--- src/rtl/dsc_pkg.sv ---
// shared constants and types of the dual-slope converter controller
package dsc_pkg;

  // ==========================================================
  // register map (byte offsets, one aligned word each)
  localparam logic [3:0] OFF_CTRL   = 4'h0;
  localparam logic [3:0] OFF_STATUS = 4'h4;
  localparam logic [3:0] OFF_RESULT = 4'h8;
  localparam logic [3:0] OFF_MULT   = 4'hC;

  // ==========================================================
  // field positions
  localparam int CTRL_RUN_BIT  = 0;
  localparam int CTRL_EDGE_BIT = 1;
  localparam int ST_PHASE_LSB  = 0;
  localparam int ST_NEW_BIT    = 2;
  localparam int ST_READ_BIT   = 3;
  localparam int ST_LOAD_BIT   = 4;

  // ==========================================================
  // reset values, timing counts and response codes
  localparam logic [1:0] CTRL_RESET   = 2'h1;
  localparam logic [7:0] MULT_RESET   = 8'h80;
  localparam int         TICK_DIV     = 4;
  localparam logic [7:0] IZ_MAX_TICKS = 8'hFF;
  localparam logic [1:0] RESP_OKAY    = 2'h0;
  localparam logic [1:0] RESP_SLVERR  = 2'h2;

  // ==========================================================
  // conversion phases, gray coded along the cycle
  typedef enum logic [1:0] {
    PH_NULL  = 2'b00,
    PH_INT   = 2'b01,
    PH_DEINT = 2'b11,
    PH_IZ    = 2'b10
  } dsc_phase_t;

  typedef struct packed {
    logic a;
    logic b;
  } dsc_sel_t;

  typedef struct packed {
    logic        over;
    logic        sign;
    logic [15:0] mag;
  } dsc_result_t;

  // phase-select levels driven to the analog processor
  function automatic dsc_sel_t sel_of(input dsc_phase_t ph);
    dsc_sel_t s;
    s.a = (ph == PH_INT) || (ph == PH_DEINT);
    s.b = (ph == PH_NULL) || (ph == PH_DEINT);
    return s;
  endfunction

endpackage

--- src/rtl/dsc_ctrl.sv ---
// dual-slope converter controller: sequencer, serial port, axi4-lite registers
//
// Implementation choices: the AXI4-Lite slave port and the register addresses.
`timescale 1ns/1ps

// Operation
// step the analog processor through its four phases in order.
// integrate drives A high, B low; comparator low there means negative.
// level mode ends deintegration as soon as comparator reads low.
// edge mode samples comparator on entry; low ends at once, else wait edge.
// hold 18-bit result (overrange, sign, 16 bits) until read or replaced.
// output shift register is not refreshed while result is being read.
// host shifts any number of result bits at any rate, anytime.
// every phase length counts only the controller's own clock.
// phase timer is a fixed divide-by-256 stage cascaded with divide-by-N.
// host rewrites the 8-bit multiplier serially to change conversion rate.
// serial result output is released while chip select is inactive.
// overrange bit serves as the top bit of a 17-bit magnitude.
// sequencing tick is the system clock divided by four.
// inactive chip select forces the offset-null phase, A low, B high.
// load fall clears multiplier, captures input to MSB, MSB first, phases null.
// read low shows overrange; falling strobes then give sign and data MSB first.
module dsc_ctrl #(
  parameter int DIV = dsc_pkg::TICK_DIV
) (
  input  wire logic        CLK_SYS_I,
  input  wire logic        RST_I,
  input  wire logic [3:0]  S_AXI_AWADDR_I,
  input  wire logic        S_AXI_AWVALID_I,
  output logic             S_AXI_AWREADY_O,
  input  wire logic [31:0] S_AXI_WDATA_I,
  input  wire logic [3:0]  S_AXI_WSTRB_I,
  input  wire logic        S_AXI_WVALID_I,
  output logic             S_AXI_WREADY_O,
  output logic [1:0]       S_AXI_BRESP_O,
  output logic             S_AXI_BVALID_O,
  input  wire logic        S_AXI_BREADY_I,
  input  wire logic [3:0]  S_AXI_ARADDR_I,
  input  wire logic        S_AXI_ARVALID_I,
  output logic             S_AXI_ARREADY_O,
  output logic [31:0]      S_AXI_RDATA_O,
  output logic [1:0]       S_AXI_RRESP_O,
  output logic             S_AXI_RVALID_O,
  input  wire logic        S_AXI_RREADY_I,
  input  wire logic        CE_N_I,
  input  wire logic        LOAD_N_I,
  input  wire logic        READ_N_I,
  input  wire logic        SHIFT_STROBE_I,
  input  wire logic        DIN_I,
  output logic             DOUT_O,
  output logic             DOUT_OE_O,
  input  wire logic        COMP_I,
  output logic             PHASE_A_O,
  output logic             PHASE_B_O
);
  import dsc_pkg::*;

  // ==========================================================
  // declarations
  logic        core_tick;
  logic [1:0]  ctrl;
  dsc_phase_t  phase;
  dsc_sel_t    sel;
  logic [7:0]  lo_cnt;
  logic [7:0]  hi_cnt;
  logic [7:0]  mult_active;
  logic [7:0]  mult_shift;
  logic [2:0]  mult_ptr;
  logic        mult_more;
  logic [15:0] res_cnt;
  logic        sign;
  logic        deint_first;
  logic        comp_prev;
  logic [7:0]  iz_cnt;
  dsc_result_t conv;
  dsc_result_t held;
  logic        pending;
  logic        result_new;
  logic [17:0] shreg;
  logic        strobe_q;
  logic        load_q;
  logic        strobe_rise;
  logic        strobe_fall;
  logic        load_fall;
  logic        load_rise;
  logic        hold;
  logic        timer_done;
  logic        deint_end;
  logic        conv_done;
  logic        aw_full;
  logic        w_full;
  logic [3:0]  aw_addr;
  logic [31:0] w_data;
  logic [3:0]  w_strb;
  logic        wr_go;
  logic        rd_go;
  logic        rd_result;

  // ==========================================================
  // core tick: all phase timing hangs off this enable only
  dsc_tick_div #(
    .DIV (DIV)
  ) u_tick (
    .clk_i  (CLK_SYS_I),
    .rst_i  (RST_I),
    .tick_o (core_tick)
  );

  // ==========================================================
  // pin edge detection (pins are taken as synchronous)
  always_ff @(posedge CLK_SYS_I or posedge RST_I) begin
    if (RST_I) begin
      strobe_q <= 1'b0;
      load_q   <= 1'b1;
    end else begin
      strobe_q <= SHIFT_STROBE_I;
      load_q   <= LOAD_N_I;
    end
  end

  assign strobe_rise = SHIFT_STROBE_I & ~strobe_q;
  assign strobe_fall = ~SHIFT_STROBE_I & strobe_q;
  assign load_fall   = ~LOAD_N_I & load_q;
  assign load_rise   = LOAD_N_I & ~load_q;

  // deselect, a load in progress or software stop park the processor
  assign hold = CE_N_I | ~LOAD_N_I | ~ctrl[CTRL_RUN_BIT];

  // ==========================================================
  // phase timer: low byte always /256, high byte up from multiplier
  // to wrap, so N is the two's complement of the loaded value
  assign timer_done = (lo_cnt == 8'hFF) && (hi_cnt == 8'hFF);

  // level mode stops on a low comparator; edge mode on entry-low or fall
  always_comb begin
    deint_end = 1'b0;
    if (res_cnt == 16'hFFFF) begin
      deint_end = 1'b1;
    end else if (!ctrl[CTRL_EDGE_BIT]) begin
      deint_end = ~COMP_I;
    end else if (deint_first) begin
      deint_end = ~COMP_I;
    end else begin
      deint_end = comp_prev & ~COMP_I;
    end
  end

  assign conv_done = core_tick && !hold && (phase == PH_DEINT) && deint_end;

  // ==========================================================
  // phase sequencer
  always_ff @(posedge CLK_SYS_I or posedge RST_I) begin
    if (RST_I) begin
      phase <= PH_NULL;
    end else if (hold) begin
      phase <= PH_NULL;
    end else if (core_tick) begin
      unique case (phase)
        PH_NULL:  if (timer_done) phase <= PH_INT;
        PH_INT:   if (timer_done) phase <= PH_DEINT;
        PH_DEINT: if (deint_end) phase <= PH_IZ;
        PH_IZ:    if (COMP_I || iz_cnt == IZ_MAX_TICKS) phase <= PH_NULL;
      endcase
    end
  end

  // timer restarts whenever a timed phase ends or the sequence is parked
  always_ff @(posedge CLK_SYS_I or posedge RST_I) begin
    if (RST_I) begin
      lo_cnt <= 8'h00;
      hi_cnt <= MULT_RESET;
    end else if (hold || load_rise || (core_tick && timer_done) ||
                 (phase == PH_DEINT) || (phase == PH_IZ)) begin
      lo_cnt <= 8'h00;
      hi_cnt <= load_rise ? mult_shift : mult_active;
    end else if (core_tick) begin
      lo_cnt <= lo_cnt + 8'h01;
      if (lo_cnt == 8'hFF) begin
        hi_cnt <= hi_cnt + 8'h01;
      end
    end
  end

  // deintegration count, sign capture and entry flag
  always_ff @(posedge CLK_SYS_I or posedge RST_I) begin
    if (RST_I) begin
      res_cnt     <= 16'h0000;
      sign        <= 1'b0;
      deint_first <= 1'b0;
      comp_prev   <= 1'b0;
    end else if (core_tick) begin
      comp_prev <= COMP_I;
      if (phase == PH_INT && timer_done) begin
        sign        <= COMP_I;
        res_cnt     <= 16'h0000;
        deint_first <= 1'b1;
      end else if (phase == PH_DEINT) begin
        res_cnt     <= res_cnt + 16'h0001;
        deint_first <= 1'b0;
      end
    end
  end

  // integrator-zero phase may end early once the comparator is high again
  always_ff @(posedge CLK_SYS_I or posedge RST_I) begin
    if (RST_I) begin
      iz_cnt <= 8'h00;
    end else if (phase != PH_IZ) begin
      iz_cnt <= 8'h00;
    end else if (core_tick) begin
      iz_cnt <= iz_cnt + 8'h01;
    end
  end

  assign sel       = sel_of(phase);
  assign PHASE_A_O = sel.a;
  assign PHASE_B_O = sel.b;

  // ==========================================================
  // result path: conv fills on each finished conversion, held only when nobody reads
  always_ff @(posedge CLK_SYS_I or posedge RST_I) begin
    if (RST_I) begin
      conv <= '0;
    end else if (conv_done) begin
      conv.over <= (res_cnt == 16'hFFFF);
      conv.sign <= sign;
      conv.mag  <= (res_cnt == 16'hFFFF) ? 16'h0000 : res_cnt;
    end
  end

  // a conversion that lands during a read waits here, not in held
  always_ff @(posedge CLK_SYS_I or posedge RST_I) begin
    if (RST_I) begin
      pending <= 1'b0;
      held    <= '0;
    end else if (conv_done) begin
      pending <= 1'b1;
    end else if (pending && READ_N_I) begin
      held    <= conv;
      pending <= 1'b0;
    end
  end

  // shift register tracks held while idle, shifts only on strobe falls during a read
  always_ff @(posedge CLK_SYS_I or posedge RST_I) begin
    if (RST_I) begin
      shreg <= '0;
    end else if (READ_N_I) begin
      shreg <= held;
    end else if (strobe_fall) begin
      shreg <= {shreg[16:0], 1'b0};
    end
  end

  assign DOUT_O    = shreg[17];
  assign DOUT_OE_O = ~CE_N_I;

  // ==========================================================
  // multiplier load port: MSB sampled on load fall, the rest on rising strobe, committed on load rise
  always_ff @(posedge CLK_SYS_I or posedge RST_I) begin
    if (RST_I) begin
      mult_shift <= 8'h00;
      mult_ptr   <= 3'h0;
      mult_more  <= 1'b0;
    end else if (load_fall) begin
      mult_shift <= {DIN_I, 7'h00};
      mult_ptr   <= 3'h6;
      mult_more  <= 1'b1;
    end else if (!LOAD_N_I && strobe_rise && mult_more) begin
      mult_shift[mult_ptr] <= DIN_I;
      mult_ptr             <= mult_ptr - 3'h1;
      mult_more            <= (mult_ptr != 3'h0);
    end
  end

  // serial commit wins over a same-cycle bus write
  always_ff @(posedge CLK_SYS_I or posedge RST_I) begin
    if (RST_I) begin
      mult_active <= MULT_RESET;
    end else if (load_rise) begin
      mult_active <= mult_shift;
    end else if (wr_go && aw_addr == OFF_MULT && w_strb[0]) begin
      mult_active <= w_data[7:0];
    end
  end

  // ==========================================================
  // axi4-lite write channel: address and data taken in either order
  assign S_AXI_AWREADY_O = ~aw_full & ~S_AXI_BVALID_O;
  assign S_AXI_WREADY_O  = ~w_full & ~S_AXI_BVALID_O;
  assign wr_go           = aw_full & w_full & ~S_AXI_BVALID_O;

  always_ff @(posedge CLK_SYS_I or posedge RST_I) begin
    if (RST_I) begin
      aw_full <= 1'b0;
      aw_addr <= 4'h0;
    end else if (S_AXI_AWVALID_I && S_AXI_AWREADY_O) begin
      aw_full <= 1'b1;
      aw_addr <= {S_AXI_AWADDR_I[3:2], 2'b00};
    end else if (wr_go) begin
      aw_full <= 1'b0;
    end
  end

  always_ff @(posedge CLK_SYS_I or posedge RST_I) begin
    if (RST_I) begin
      w_full <= 1'b0;
      w_data <= 32'h0000_0000;
      w_strb <= 4'h0;
    end else if (S_AXI_WVALID_I && S_AXI_WREADY_O) begin
      w_full <= 1'b1;
      w_data <= S_AXI_WDATA_I;
      w_strb <= S_AXI_WSTRB_I;
    end else if (wr_go) begin
      w_full <= 1'b0;
    end
  end

  // response; read-only and unmapped words answer with an error
  always_ff @(posedge CLK_SYS_I or posedge RST_I) begin
    if (RST_I) begin
      S_AXI_BVALID_O <= 1'b0;
      S_AXI_BRESP_O  <= RESP_OKAY;
    end else if (wr_go) begin
      S_AXI_BVALID_O <= 1'b1;
      S_AXI_BRESP_O  <= (aw_addr == OFF_CTRL || aw_addr == OFF_MULT) ?
                        RESP_OKAY : RESP_SLVERR;
    end else if (S_AXI_BREADY_I) begin
      S_AXI_BVALID_O <= 1'b0;
    end
  end

  always_ff @(posedge CLK_SYS_I or posedge RST_I) begin
    if (RST_I) begin
      ctrl <= CTRL_RESET;
    end else if (wr_go && aw_addr == OFF_CTRL && w_strb[0]) begin
      ctrl <= w_data[1:0];
    end
  end

  // ==========================================================
  // axi4-lite read channel, one-cycle answer
  assign S_AXI_ARREADY_O = ~S_AXI_RVALID_O;
  assign rd_go           = S_AXI_ARVALID_I & S_AXI_ARREADY_O;
  assign rd_result       = rd_go && ({S_AXI_ARADDR_I[3:2], 2'b00} == OFF_RESULT);

  always_ff @(posedge CLK_SYS_I or posedge RST_I) begin
    if (RST_I) begin
      S_AXI_RVALID_O <= 1'b0;
      S_AXI_RDATA_O  <= 32'h0000_0000;
      S_AXI_RRESP_O  <= RESP_OKAY;
    end else if (rd_go) begin
      S_AXI_RVALID_O <= 1'b1;
      S_AXI_RRESP_O  <= RESP_OKAY;
      S_AXI_RDATA_O  <= 32'h0000_0000;
      unique case ({S_AXI_ARADDR_I[3:2], 2'b00})
        OFF_CTRL:   S_AXI_RDATA_O[1:0]  <= ctrl;
        OFF_STATUS: S_AXI_RDATA_O[4:0]  <= {~LOAD_N_I, ~READ_N_I, result_new, phase};
        OFF_RESULT: S_AXI_RDATA_O[17:0] <= held;
        OFF_MULT:   S_AXI_RDATA_O[7:0]  <= mult_active;
        default:    S_AXI_RRESP_O       <= RESP_SLVERR;
      endcase
    end else if (S_AXI_RREADY_I) begin
      S_AXI_RVALID_O <= 1'b0;
    end
  end

  // new-result flag: a conversion in the clearing cycle keeps it set
  always_ff @(posedge CLK_SYS_I or posedge RST_I) begin
    if (RST_I) begin
      result_new <= 1'b0;
    end else if (conv_done) begin
      result_new <= 1'b1;
    end else if (rd_result) begin
      result_new <= 1'b0;
    end
  end
endmodule

--- src/rtl/dsc_tick_div.sv ---
// clock prescaler making the one-cycle core_tick enable
`timescale 1ns/1ps

module dsc_tick_div #(
  parameter int DIV = 4
) (
  input  wire logic clk_i,
  input  wire logic rst_i,
  output logic      tick_o
);

  localparam int W = (DIV > 2) ? $clog2(DIV) : 1;
  localparam logic [W-1:0] LAST = W'(DIV - 1);
  localparam logic [W-1:0] PRE  = W'(DIV - 2);

  logic [W-1:0] cnt;

  // free-running divider, wraps after DIV cycles
  always_ff @(posedge clk_i or posedge rst_i) begin
    if (rst_i) begin
      cnt <= '0;
    end else if (cnt == LAST) begin
      cnt <= '0;
    end else begin
      cnt <= cnt + W'(1);
    end
  end

  // tick registered one cycle ahead so it leaves a flop
  always_ff @(posedge clk_i or posedge rst_i) begin
    if (rst_i) begin
      tick_o <= 1'b0;
    end else begin
      tick_o <= (cnt == PRE);
    end
  end

endmodule

--- config.mk ---
export PLATFORM = sky130hd
export DESIGN_NAME = dsc_ctrl
export DESIGN_NICKNAME = d
export VERILOG_FILES = /design/src/rtl/dsc_pkg.sv /design/src/rtl/dsc_ctrl.sv /design/src/rtl/dsc_tick_div.sv
export SDC_FILE = /design/constraint.sdc
export NUM_CORES = 1
export LEC_CHECK = 0
export ABC_AREA = 0
export BUFFER_PORTS_ARGS = -buffer_cell sky130_fd_sc_hd__buf_2
export CAP_MARGIN = 5
export CORE_MARGIN = 2
export CORE_UTILIZATION = 51
export CTS_CLUSTER_DIAMETER = 30
export CTS_CLUSTER_SIZE = 16
export DETAILED_ROUTE_END_ITERATION = 12
export PLACE_DENSITY_LB_ADDON = 0.08
export SLEW_MARGIN = 0
export SYNTH_ARGS = -nofsm -noshare
export SYNTH_HDL_FRONTEND = slang
export SYNTH_SLANG_ARGS = --single-unit
--- constraint.sdc ---
create_clock -name CLK_SYS_I -period 7.1 [get_ports CLK_SYS_I]
set_input_delay 1.42 -clock CLK_SYS_I [delete_from_list [all_inputs] [get_ports CLK_SYS_I]]
set_output_delay 1.42 -clock CLK_SYS_I [all_outputs]
set_load 0.005 [all_outputs]
Yosys cells after proc, flatten, opt, wreduce, memory -nomap -nowiden
Index checks and enable logic that the tools add are counted.
Word-level totals
  register bits: 163
  bits in latches: 0
  memory bits (writable): 0
  bits in read-only memories: 0
  bits of input ports: 57
  output and inout port bits: 45
  logic and storage cells: 189
  memories: 0
Operators by class
  $add $sub $neg: 6
  $mul: 0
  div/mod/pow operators: 0
  $lt $le $gt $ge: 2
  equal/unequal tests: 18
  shift operators: 0
  multiplexer cells: 53
  bitwise operators: 25
  reductions and logical operators: 50
Operators with widths (number)
  8-bit 2-to-1 mux: 12
  16-bit 2-to-1 mux: 3
  18-bit 2-to-1 mux: 2
  2-bit nonzero test: 14
  8-bit by 1-bit adder with 8-bit output (second input constant): 3
  8-bit == test (second input constant): 3
  1-bit 2-to-1 mux: 19
  1-bit logical AND: 17
  16-bit by 1-bit adder with 16-bit output (second input constant): 1
  16-bit == test (second input constant): 1
  2-bit 2-to-1 mux: 8
  2-bit one-hot mux with 4 select lines: 2
  2-bit == test (second input constant): 7
  1-bit NOT: 13
  3-bit inequality test (second input constant): 4
  1-bit bitwise AND: 10
  10-bit 2-to-1 mux: 1
  3-bit one-hot mux with 3 select lines: 1
  8-bit bitwise mux: 1
  1-bit logical OR: 8
  2-bit AND reduction: 4
  3-bit 2-to-1 mux: 2
  3-bit one-hot mux with 2 select lines: 1
  5-bit AND reduction: 1
  other kinds (12): 16

Depth between registers and ports, before layout
Gate-level depths: netlist of the first run.
  depth in word-level cells: 9
  gate-level depth with buffers: 9
  gate-level depth less buffers: 7

Modules after synthesis
A second synthesis of the first run with hierarchy kept.
Second synthesis, totals
  cells, all modules: 721
  area total of the unflattened synthesis: 7627.3 sq um
By module, submodules not included
  dsc_ctrl: instances 1, cells each 712, area an instance 7512.2 sq um, sequential area each 3983.8 sq um
  dsc_tick_div: instances 1, cells each 9, area an instance 115.1 sq um, sequential area each 75.1 sq um

Worst setup path after synthesis of the first run
No wires, ideal clock.
  kind: in2out
  from: input CE_N_I
  to: output DOUT_OE_O
  data arrival time: 1.491 ns
  required time: 5.680 ns
  slack: 4.189 ns
  stages: 1
  path buffers: 0
  cells stage by stage: inv_1
On the way
  longest elaborated chain between the ends: 1
Ends and longest elaborated chain
  start, declared: line dsc_ctrl.sv:45  | input wire logic CE_N_I,
  1-bit NOT: line dsc_ctrl.sv:256  | assign DOUT_OE_O = ~CE_N_I;
  end, declared: line dsc_ctrl.sv:51  | output logic DOUT_OE_O,
No other way between the ends.

Worst setup path after layout of the first run
Ends and elaborated chain as after synthesis.

==> results of run 1 <==
## synth_stat cells (4+ instances only)
library cell and n:
or3_1 5, o21ai_0 61, buf_4 17, nor3_1 9, xor2_1 9, a21o_1 5, nor3b_1 5, ha_1 14
dfrtp_1 158, a311oi_1 4, mux2_2 38, nand2b_1 6, and2_1 8, nor2_1 53, xnor2_1 10, a21oi_1 19
a22o_1 11, nor2b_1 5, nand2_1 66, and3_1 11, inv_1 37, mux2i_1 43, nand4_1 30, clkbuf_1 24
nand3_1 26, dfstp_2 4
## final timing paths
path                       cells past startpoint           from       endpoint  slack (ns)
hold reg to reg                                1  u_tick.cnt[0]  u_tick.cnt[0]        0.44
min in group asynchronous                      2          RST_I        conv[1]        0.98
hold / removal                                 1  u_tick.cnt[0]  u_tick.cnt[0]        0.44
setup reg to reg                               7       phase[0]      hi_cnt[4]        4.33
setup / recovery                               3         CE_N_I      DOUT_OE_O        3.93
max in group asynchronous                      3          RST_I       held[12]        4.93
## per-stage QoR
step	hold slack [ns]	instances
final	0.445	965
after global placement	0.434	934
after global routing	0.472	965
after CTS	0.452	965
after floorplan	0.422	740
after detailed placement	0.444	934
## routing by layer
| metal | part of all wire, % | up-vias | GRT usage [%] |
|---|---|---|---|
| met5 | 0 | - | 0 |
| met4 | 0.87 | 0 | 5.69 |
| met3 | 2.8 | 13 | 4.64 |
| met2 | 47 | 81 | 33.2 |
| met1 | 49 | 2719 | 30.2 |
| li1 | - | 2599 | - |
## area by class of cell
cell class	instances	area, um2	share of cell area [%]
clock inverter	9	154	1.78
sequential	162	4060	46.9
inverter	37	144	1.66
tap	184	230	2.66
clock buffer	22	464	5.37
timing repair buffer	58	303	3.50
multi-input combinational	493	3290	38.1
## where the power goes
| group | total (mW) | switching [mW] | internal, mW | leakage [nW] |
|---|---|---|---|---|
| sequential | 1.08 | 0.0682 | 1.01 | 2.10 |
| clock | 0.959 | 0.354 | 0.605 | 0.297 |
| combinational | 0.241 | 0.132 | 0.109 | 1.78 |
## cell families (layout without fill, tap and decap cells)
group	Yosys count	count (layout)	share of synthesized area (%)
flops	162	162	52.8
compound gates	125	125	10.3
xor+xnor	19	19	2.16
simple gates	235	235	15.5
other cells	1	17	0.0488
mux	83	83	11.8
buf+inv	85	126	5.13
fa+ha+maj	14	14	2.28
## state kept, by name, indices dropped and copies added (netlist names), 2 cells and up
name	count
S_AXI_RDATA_O	18
conv	18
held	18
shreg	18
res_cnt	16
hi_cnt	8
iz_cnt	8
lo_cnt	8
mult_active	8
mult_shift	8
w_data	8
mult_ptr	3
aw_addr	2
ctrl	2
phase	2
u_tick.cnt	2
==> impl_metrics.toml, run 1 <==
[run_status]
run_status = "finished, final reports clean"

[synth]
synth_area_um2 = 7690
synth_top_area_share_pct = 51.4
synth_edf_count = 0
yosys.cell_types.count = 56
synth.area.top_cells = "dfrtp_1, mux2i_1, mux2_2"
synth_top_cell_by_area = "dfrtp_1"
syn_avg_cell_area_um2 = 10.6
ys_seq_area_share_pct = 52.8
synth_async_sr_flop_share_pct = 100
synthCells = 724
yosys_warnings = 0
ys_seq_elements = 162
synth_ff_type = "dfrtp_1"

[sta]
timing.final.crit_share_pct = 44.6
setup_tns_ns = 0
clock_skew_ns = 0.00950
setup_ws_ns = 3.93
final_max_slew_viol_count = 0
setup_viol = 0
max_slew.worst_pin.slew_ns = 1.10
hold_violations = 0
max_freq_mhz = 316
min_period_ns = 3.17
rsz0062_at_grt = "no"
timing.slew.headroom_pct = 26.9

[worst_setup_path]
crit_required_ns = 5.68
worstPathCellList = "buf_2 -> inv_1 -> buf_2"
cpMostUsedCell = "buf_2"
worstPathMaxFanout = 3
path_delay_family = "buffers and inverters"
crit_slowest_cell = "buf_2"
critPathKind = "primary input to output port"
arrival_ns = 1.75
start_kind = "primary input"
cpPeakStageDelay_ns = 0.13
cp.buffers_inverters = 3
critPathCaptureType = "output port"

[clock_network]
cts_resized = 0
clock_latency_ns = 0.43
cts_buffers = 17
clk_path_buf_depth = 2
htreeDepth = 4
cts_root_buf = "clkbuf_16"
cts_hold_buf = 0
clk_pin_slew_ns = 0.06
clkSinkCount = 162
cts_tree = "done"
cts_setup_buffers = 0

[finish]
final_cell_mix = "dfrtp_1, nand2_1, o21ai_0"
nFillCells = 1261
final_nets = 840
finalInstanceArea_um2 = 8650
post-route-util_pct = 59.1
layout_commonest_cell = "dfrtp_1"
area_growth_pct = 12.5
layout-drive-gt1-share_pct = 18.1
diodes = 0

[placed_design]
placedInstanceArea_um2 = 8030
io_buffers = 53
post-place-ws_ns = 3.50
place_congestion = 0.805
place_hpwl_mm = 11.3

[global_route]
grt_start_max_net_pins = 74
antenna_found_initial = 0
track_usage_pct = 21.2
first_global_vias = 5425
grt_pass1_wl_mm = 27.0
grt-ovfl-total = 0

[floorplan]
ios = 102
start_util_pct = 52.5
core_area_um2 = 14600
die-area_um2 = 16100
num_rows = 44
die_h_um = 127
die_w_um = 127

[flow_run]
cap_viol_max_count = 0

[drt]
via_per_inst = 5.61
ant_nets = 0
dr.first_iter.drc_count = 292
dr_total_vias = 5412
drt_wl_total_mm = 16.0
post_drt_wl_per_cell_um = 16.6
drtPass1Iterations = 5
drc = 0

[hold_path]
hold_path_class = "flop to flop"

[power_and_ir_drop]
powerDensity_nw_per_um2 = 263
p_leak_nw = 4.18
power_mw = 2.28
ir_drop_mv = 0.156
Note: power is estimated with default switching activity, not from simulation.
==> run 2: changes to the inputs <==
--- a/config.mk
+++ b/config.mk
@@ -5,7 +5,7 @@
 export SDC_FILE = /design/constraint.sdc
 export NUM_CORES = 1
 export LEC_CHECK = 0
-export ABC_AREA = 0
+export ABC_AREA = 1
 export BUFFER_PORTS_ARGS = -buffer_cell sky130_fd_sc_hd__buf_2
 export CAP_MARGIN = 5
 export CORE_MARGIN = 2
==> constraint.sdc (replaced) <==
create_clock -name CLK_SYS_I -period 3.3 [get_ports CLK_SYS_I]
set_input_delay 0.66 -clock CLK_SYS_I [delete_from_list [all_inputs] [get_ports CLK_SYS_I]]
set_output_delay 0.66 -clock CLK_SYS_I [all_outputs]
set_load 0.005 [all_outputs]
==> run 2 against run 1 <==
Compared with the run above:
- core utilization shrank 0.36 points
- sequential cell count unchanged
- first-iteration DRC count up 35%
- cell area increased by 2.4%
- global-route usage about the same
- worst hold slack worse by 0.068 ns
- largest power group unchanged
- non-clock buffer count fell by 1
- via count up 10%
- critical path type is now flop to flop
- clock power increased by 130%
- routed wire length up 0.27%
- sequential power rose by 120%
==> impl_metrics.toml, run 2 <==
[run_status]
run_status = "finished, final reports clean"

[drt]
via_per_inst = 5.04
drc = 0
drt_wl_total_mm = 16.1
dr_total_vias = 5963
ant_nets = 0
post_drt_wl_per_cell_um = 13.6
drtPass1Iterations = 4
dr.first_iter.drc_count = 393

[synth]
yosys_warnings = 0
synth_edf_count = 0
synth_compound_area_share_pct = 12.4
synth_area_um2 = 7830
ys_seq_elements = 162
synth.most_common_cell = "nand2_1"
synthCells = 928
yosys.cell_types.count = 49
synth_async_sr_flop_share_pct = 100
synth_fa_ha_area_share_pct = 2.24
yosys.area_share.xor_xnor_pct = 1.45
synth_top_cell_by_area = "dfrtp_1"
syn_avg_cell_area_um2 = 8.44
yosys.area_share.simple_pct = 23.5
ys_seq_area_share_pct = 51.8
synth_top_family_by_area = "simple AND/OR/NAND/NOR gates"
synth_top_area_share_pct = 50.5
synthTopCellsByCount = "nand2_1, dfrtp_1, inv_1"
synth_ff_type = "dfrtp_1"
synth.area.top_cells = "dfrtp_1, nand2_1, o21ai_0"
muxShareOfSynthArea_pct = 0.288

[worst_setup_path]
critPathCaptureType = "flop"
crit_required_ns = 3.65
worstPathCellList = "ha_1 -> inv_1 -> nor2_1 -> nand3_1 -> o21ai_1 -> nand3_1 -> nand3_1 -> nand2_1"
worstPathMaxFanout = 14
r2r-start = "lo_cnt[1]"
cpMostUsedCell = "nand3_1"
start_kind = "flop"
path_delay_family = "compound AO/OA/AOI/OAI gates"
cp.buffers_inverters = 1
critPathKind = "flop to flop"
crit_slowest_cell = "o21ai_1"
reg2reg_depth = 8
arrival_ns = 2.70
worst-r2r-setup-slack_ns = 0.95
cpPeakStageDelay_ns = 0.90
r2r_end = "hi_cnt[7]"

[clock_network]
clkSinkCount = 162
cts_root_buf = "clkbuf_16"
clk_path_buf_depth = 2
clock_latency_ns = 0.43
clk_pin_slew_ns = 0.06
cts_resized = 0
cts_hold_buf = 0
cts_setup_buffers = 0
cts_tree = "done"
cts_buffers = 17
htreeDepth = 4

[sta]
hold_slack_ns = 0.377
timing.final.crit_share_pct = 71.3
max_slew.worst_pin.slew_ns = 1.08
hold_violations = 0
rsz0062_at_grt = "no"
clock_skew_ns = 0.00916
timing.slew.headroom_pct = 27.2
setup_viol = 0
min_period_ns = 2.35
max_freq_mhz = 425
setup_tns_ns = 0
final_max_slew_viol_count = 0

[finish]
area_growth_pct = 13.1
layout_commonest_cell = "nand2_1"
final_cell_mix = "nand2_1, dfrtp_1, inv_1"
diodes = 0
finalInstanceArea_um2 = 8860
post-route-util_pct = 58.7
layout-drive-gt1-share_pct = 13.1
final_nets = 1052

[floorplan]
core_area_um2 = 15100
die_w_um = 128
die_h_um = 128
num_rows = 45
ios = 102
start_util_pct = 51.9
die-area_um2 = 16400

[power_and_ir_drop]
switching_share_pct = 26.1
seq_power_share_pct = 44.7
powerDensity_nw_per_um2 = 605
power_mw = 5.36
comb_power_share_pct = 13.3
netSwitchingPower_mw = 1.40
internal-power_mw = 3.96
ir_drop_mv = 0.426
p_leak_nw = 4.39
pwr-share-clk_pct = 42.0

[global_route]
grt_pass1_wl_mm = 27.6
first_global_vias = 5541
grt-ovfl-total = 0
antenna_found_initial = 0
grt_start_max_net_pins = 98
track_usage_pct = 21.2

[placed_design]
placedInstanceArea_um2 = 8180
place_hpwl_mm = 11.0
io_buffers = 53
place_congestion = 0.826

[hold_path]
hold_path_end = "strobe_q"
hold_path_class = "primary input to flop"
hold_depth = 1
min_from = "SHIFT_STROBE_I"

[flow_run]
cap_viol_max_count = 0
[run 2: cell types whose count changed after synthesis, sizes merged, moves of 7 or more]
cell,previous run,this run
clkbuf,24,12
nand4,31,11
a21oi,22,29
inv,37,101
a22o,11,2
mux2,38,2
o221ai,0,7
and3,11,0
mux2i,43,0
nor2,53,83
o21ai,61,94
and2,8,0
nand2,66,270
nand3,26,57
[run 2: stage by stage]
stage	cells	worst slack, ns
floorplan	944	0.586
global placement	1150	0.987
detailed placement	1150	0.944
CTS	1182	0.955
global route	1182	0.657
finish	1182	0.946
[run 2: how the worst max path moves through the flow]
| stage | from | depth (start not counted) | slack, ns | to |
|---|---|---|---|---|
| floorplan | RST_I | 1 | 0.59 | S_AXI_BRESP_O[1] |
| global route | phase[0] | 8 | 0.66 | hi_cnt[1] |
| global placement | CE_N_I | 7 | 0.99 | hi_cnt[1] |
| finish | lo_cnt[1] | 8 | 0.95 | hi_cnt[7] |
| detailed placement | LOAD_N_I | 7 | 0.94 | hi_cnt[4] |
| CTS | phase[1] | 4 | 0.96 | PHASE_A_O |
[run 2: area by class of cell]
cell class | count | area [um2]
Multi-Input combinational cell | 640 | 3180
Timing Repair Buffer | 57 | 308
Inverter | 103 | 390
Sequential cell | 162 | 4060
Fill cell | 1436 | 6230
Clock buffer | 19 | 453
Clock inverter | 13 | 229
Tap cell | 188 | 235
[run 2: kinds of logic after synthesis]
| kind of cell | count (synthesis) |
|---|---|
| adder cells (fa/ha/maj) | 14 |
| buffers and inverters | 142 |
| multiplexers | 2 |
| AO/OA/AOI/OAI | 160 |
| XOR/XNOR | 13 |
| AND/OR/NAND/NOR | 434 |
| other | 1 |
| flip-flops | 162 |
[run 2: power groups by stage]
stage | Combinational (mW) | Sequential, mW | Clock [mW]
after floorplan | 0.521 | 2.39 | 0
after global placement | 0.703 | 2.42 | 0
after detailed placement | 0.717 | 2.42 | 0
after CTS | 0.722 | 2.39 | 2.30
after global routing | 0.833 | 2.42 | 2.38
final | 0.713 | 2.39 | 2.25
[run 2: metal layers]
metal  global-route usage [%]  vias up  routed length, um
li1                         -     3087                  -
met1                     32.0     2762               8320
met2                     30.8       97               7010
met3                     4.63       17                532
met4                     6.21        0                210
met5                        0        -                  0
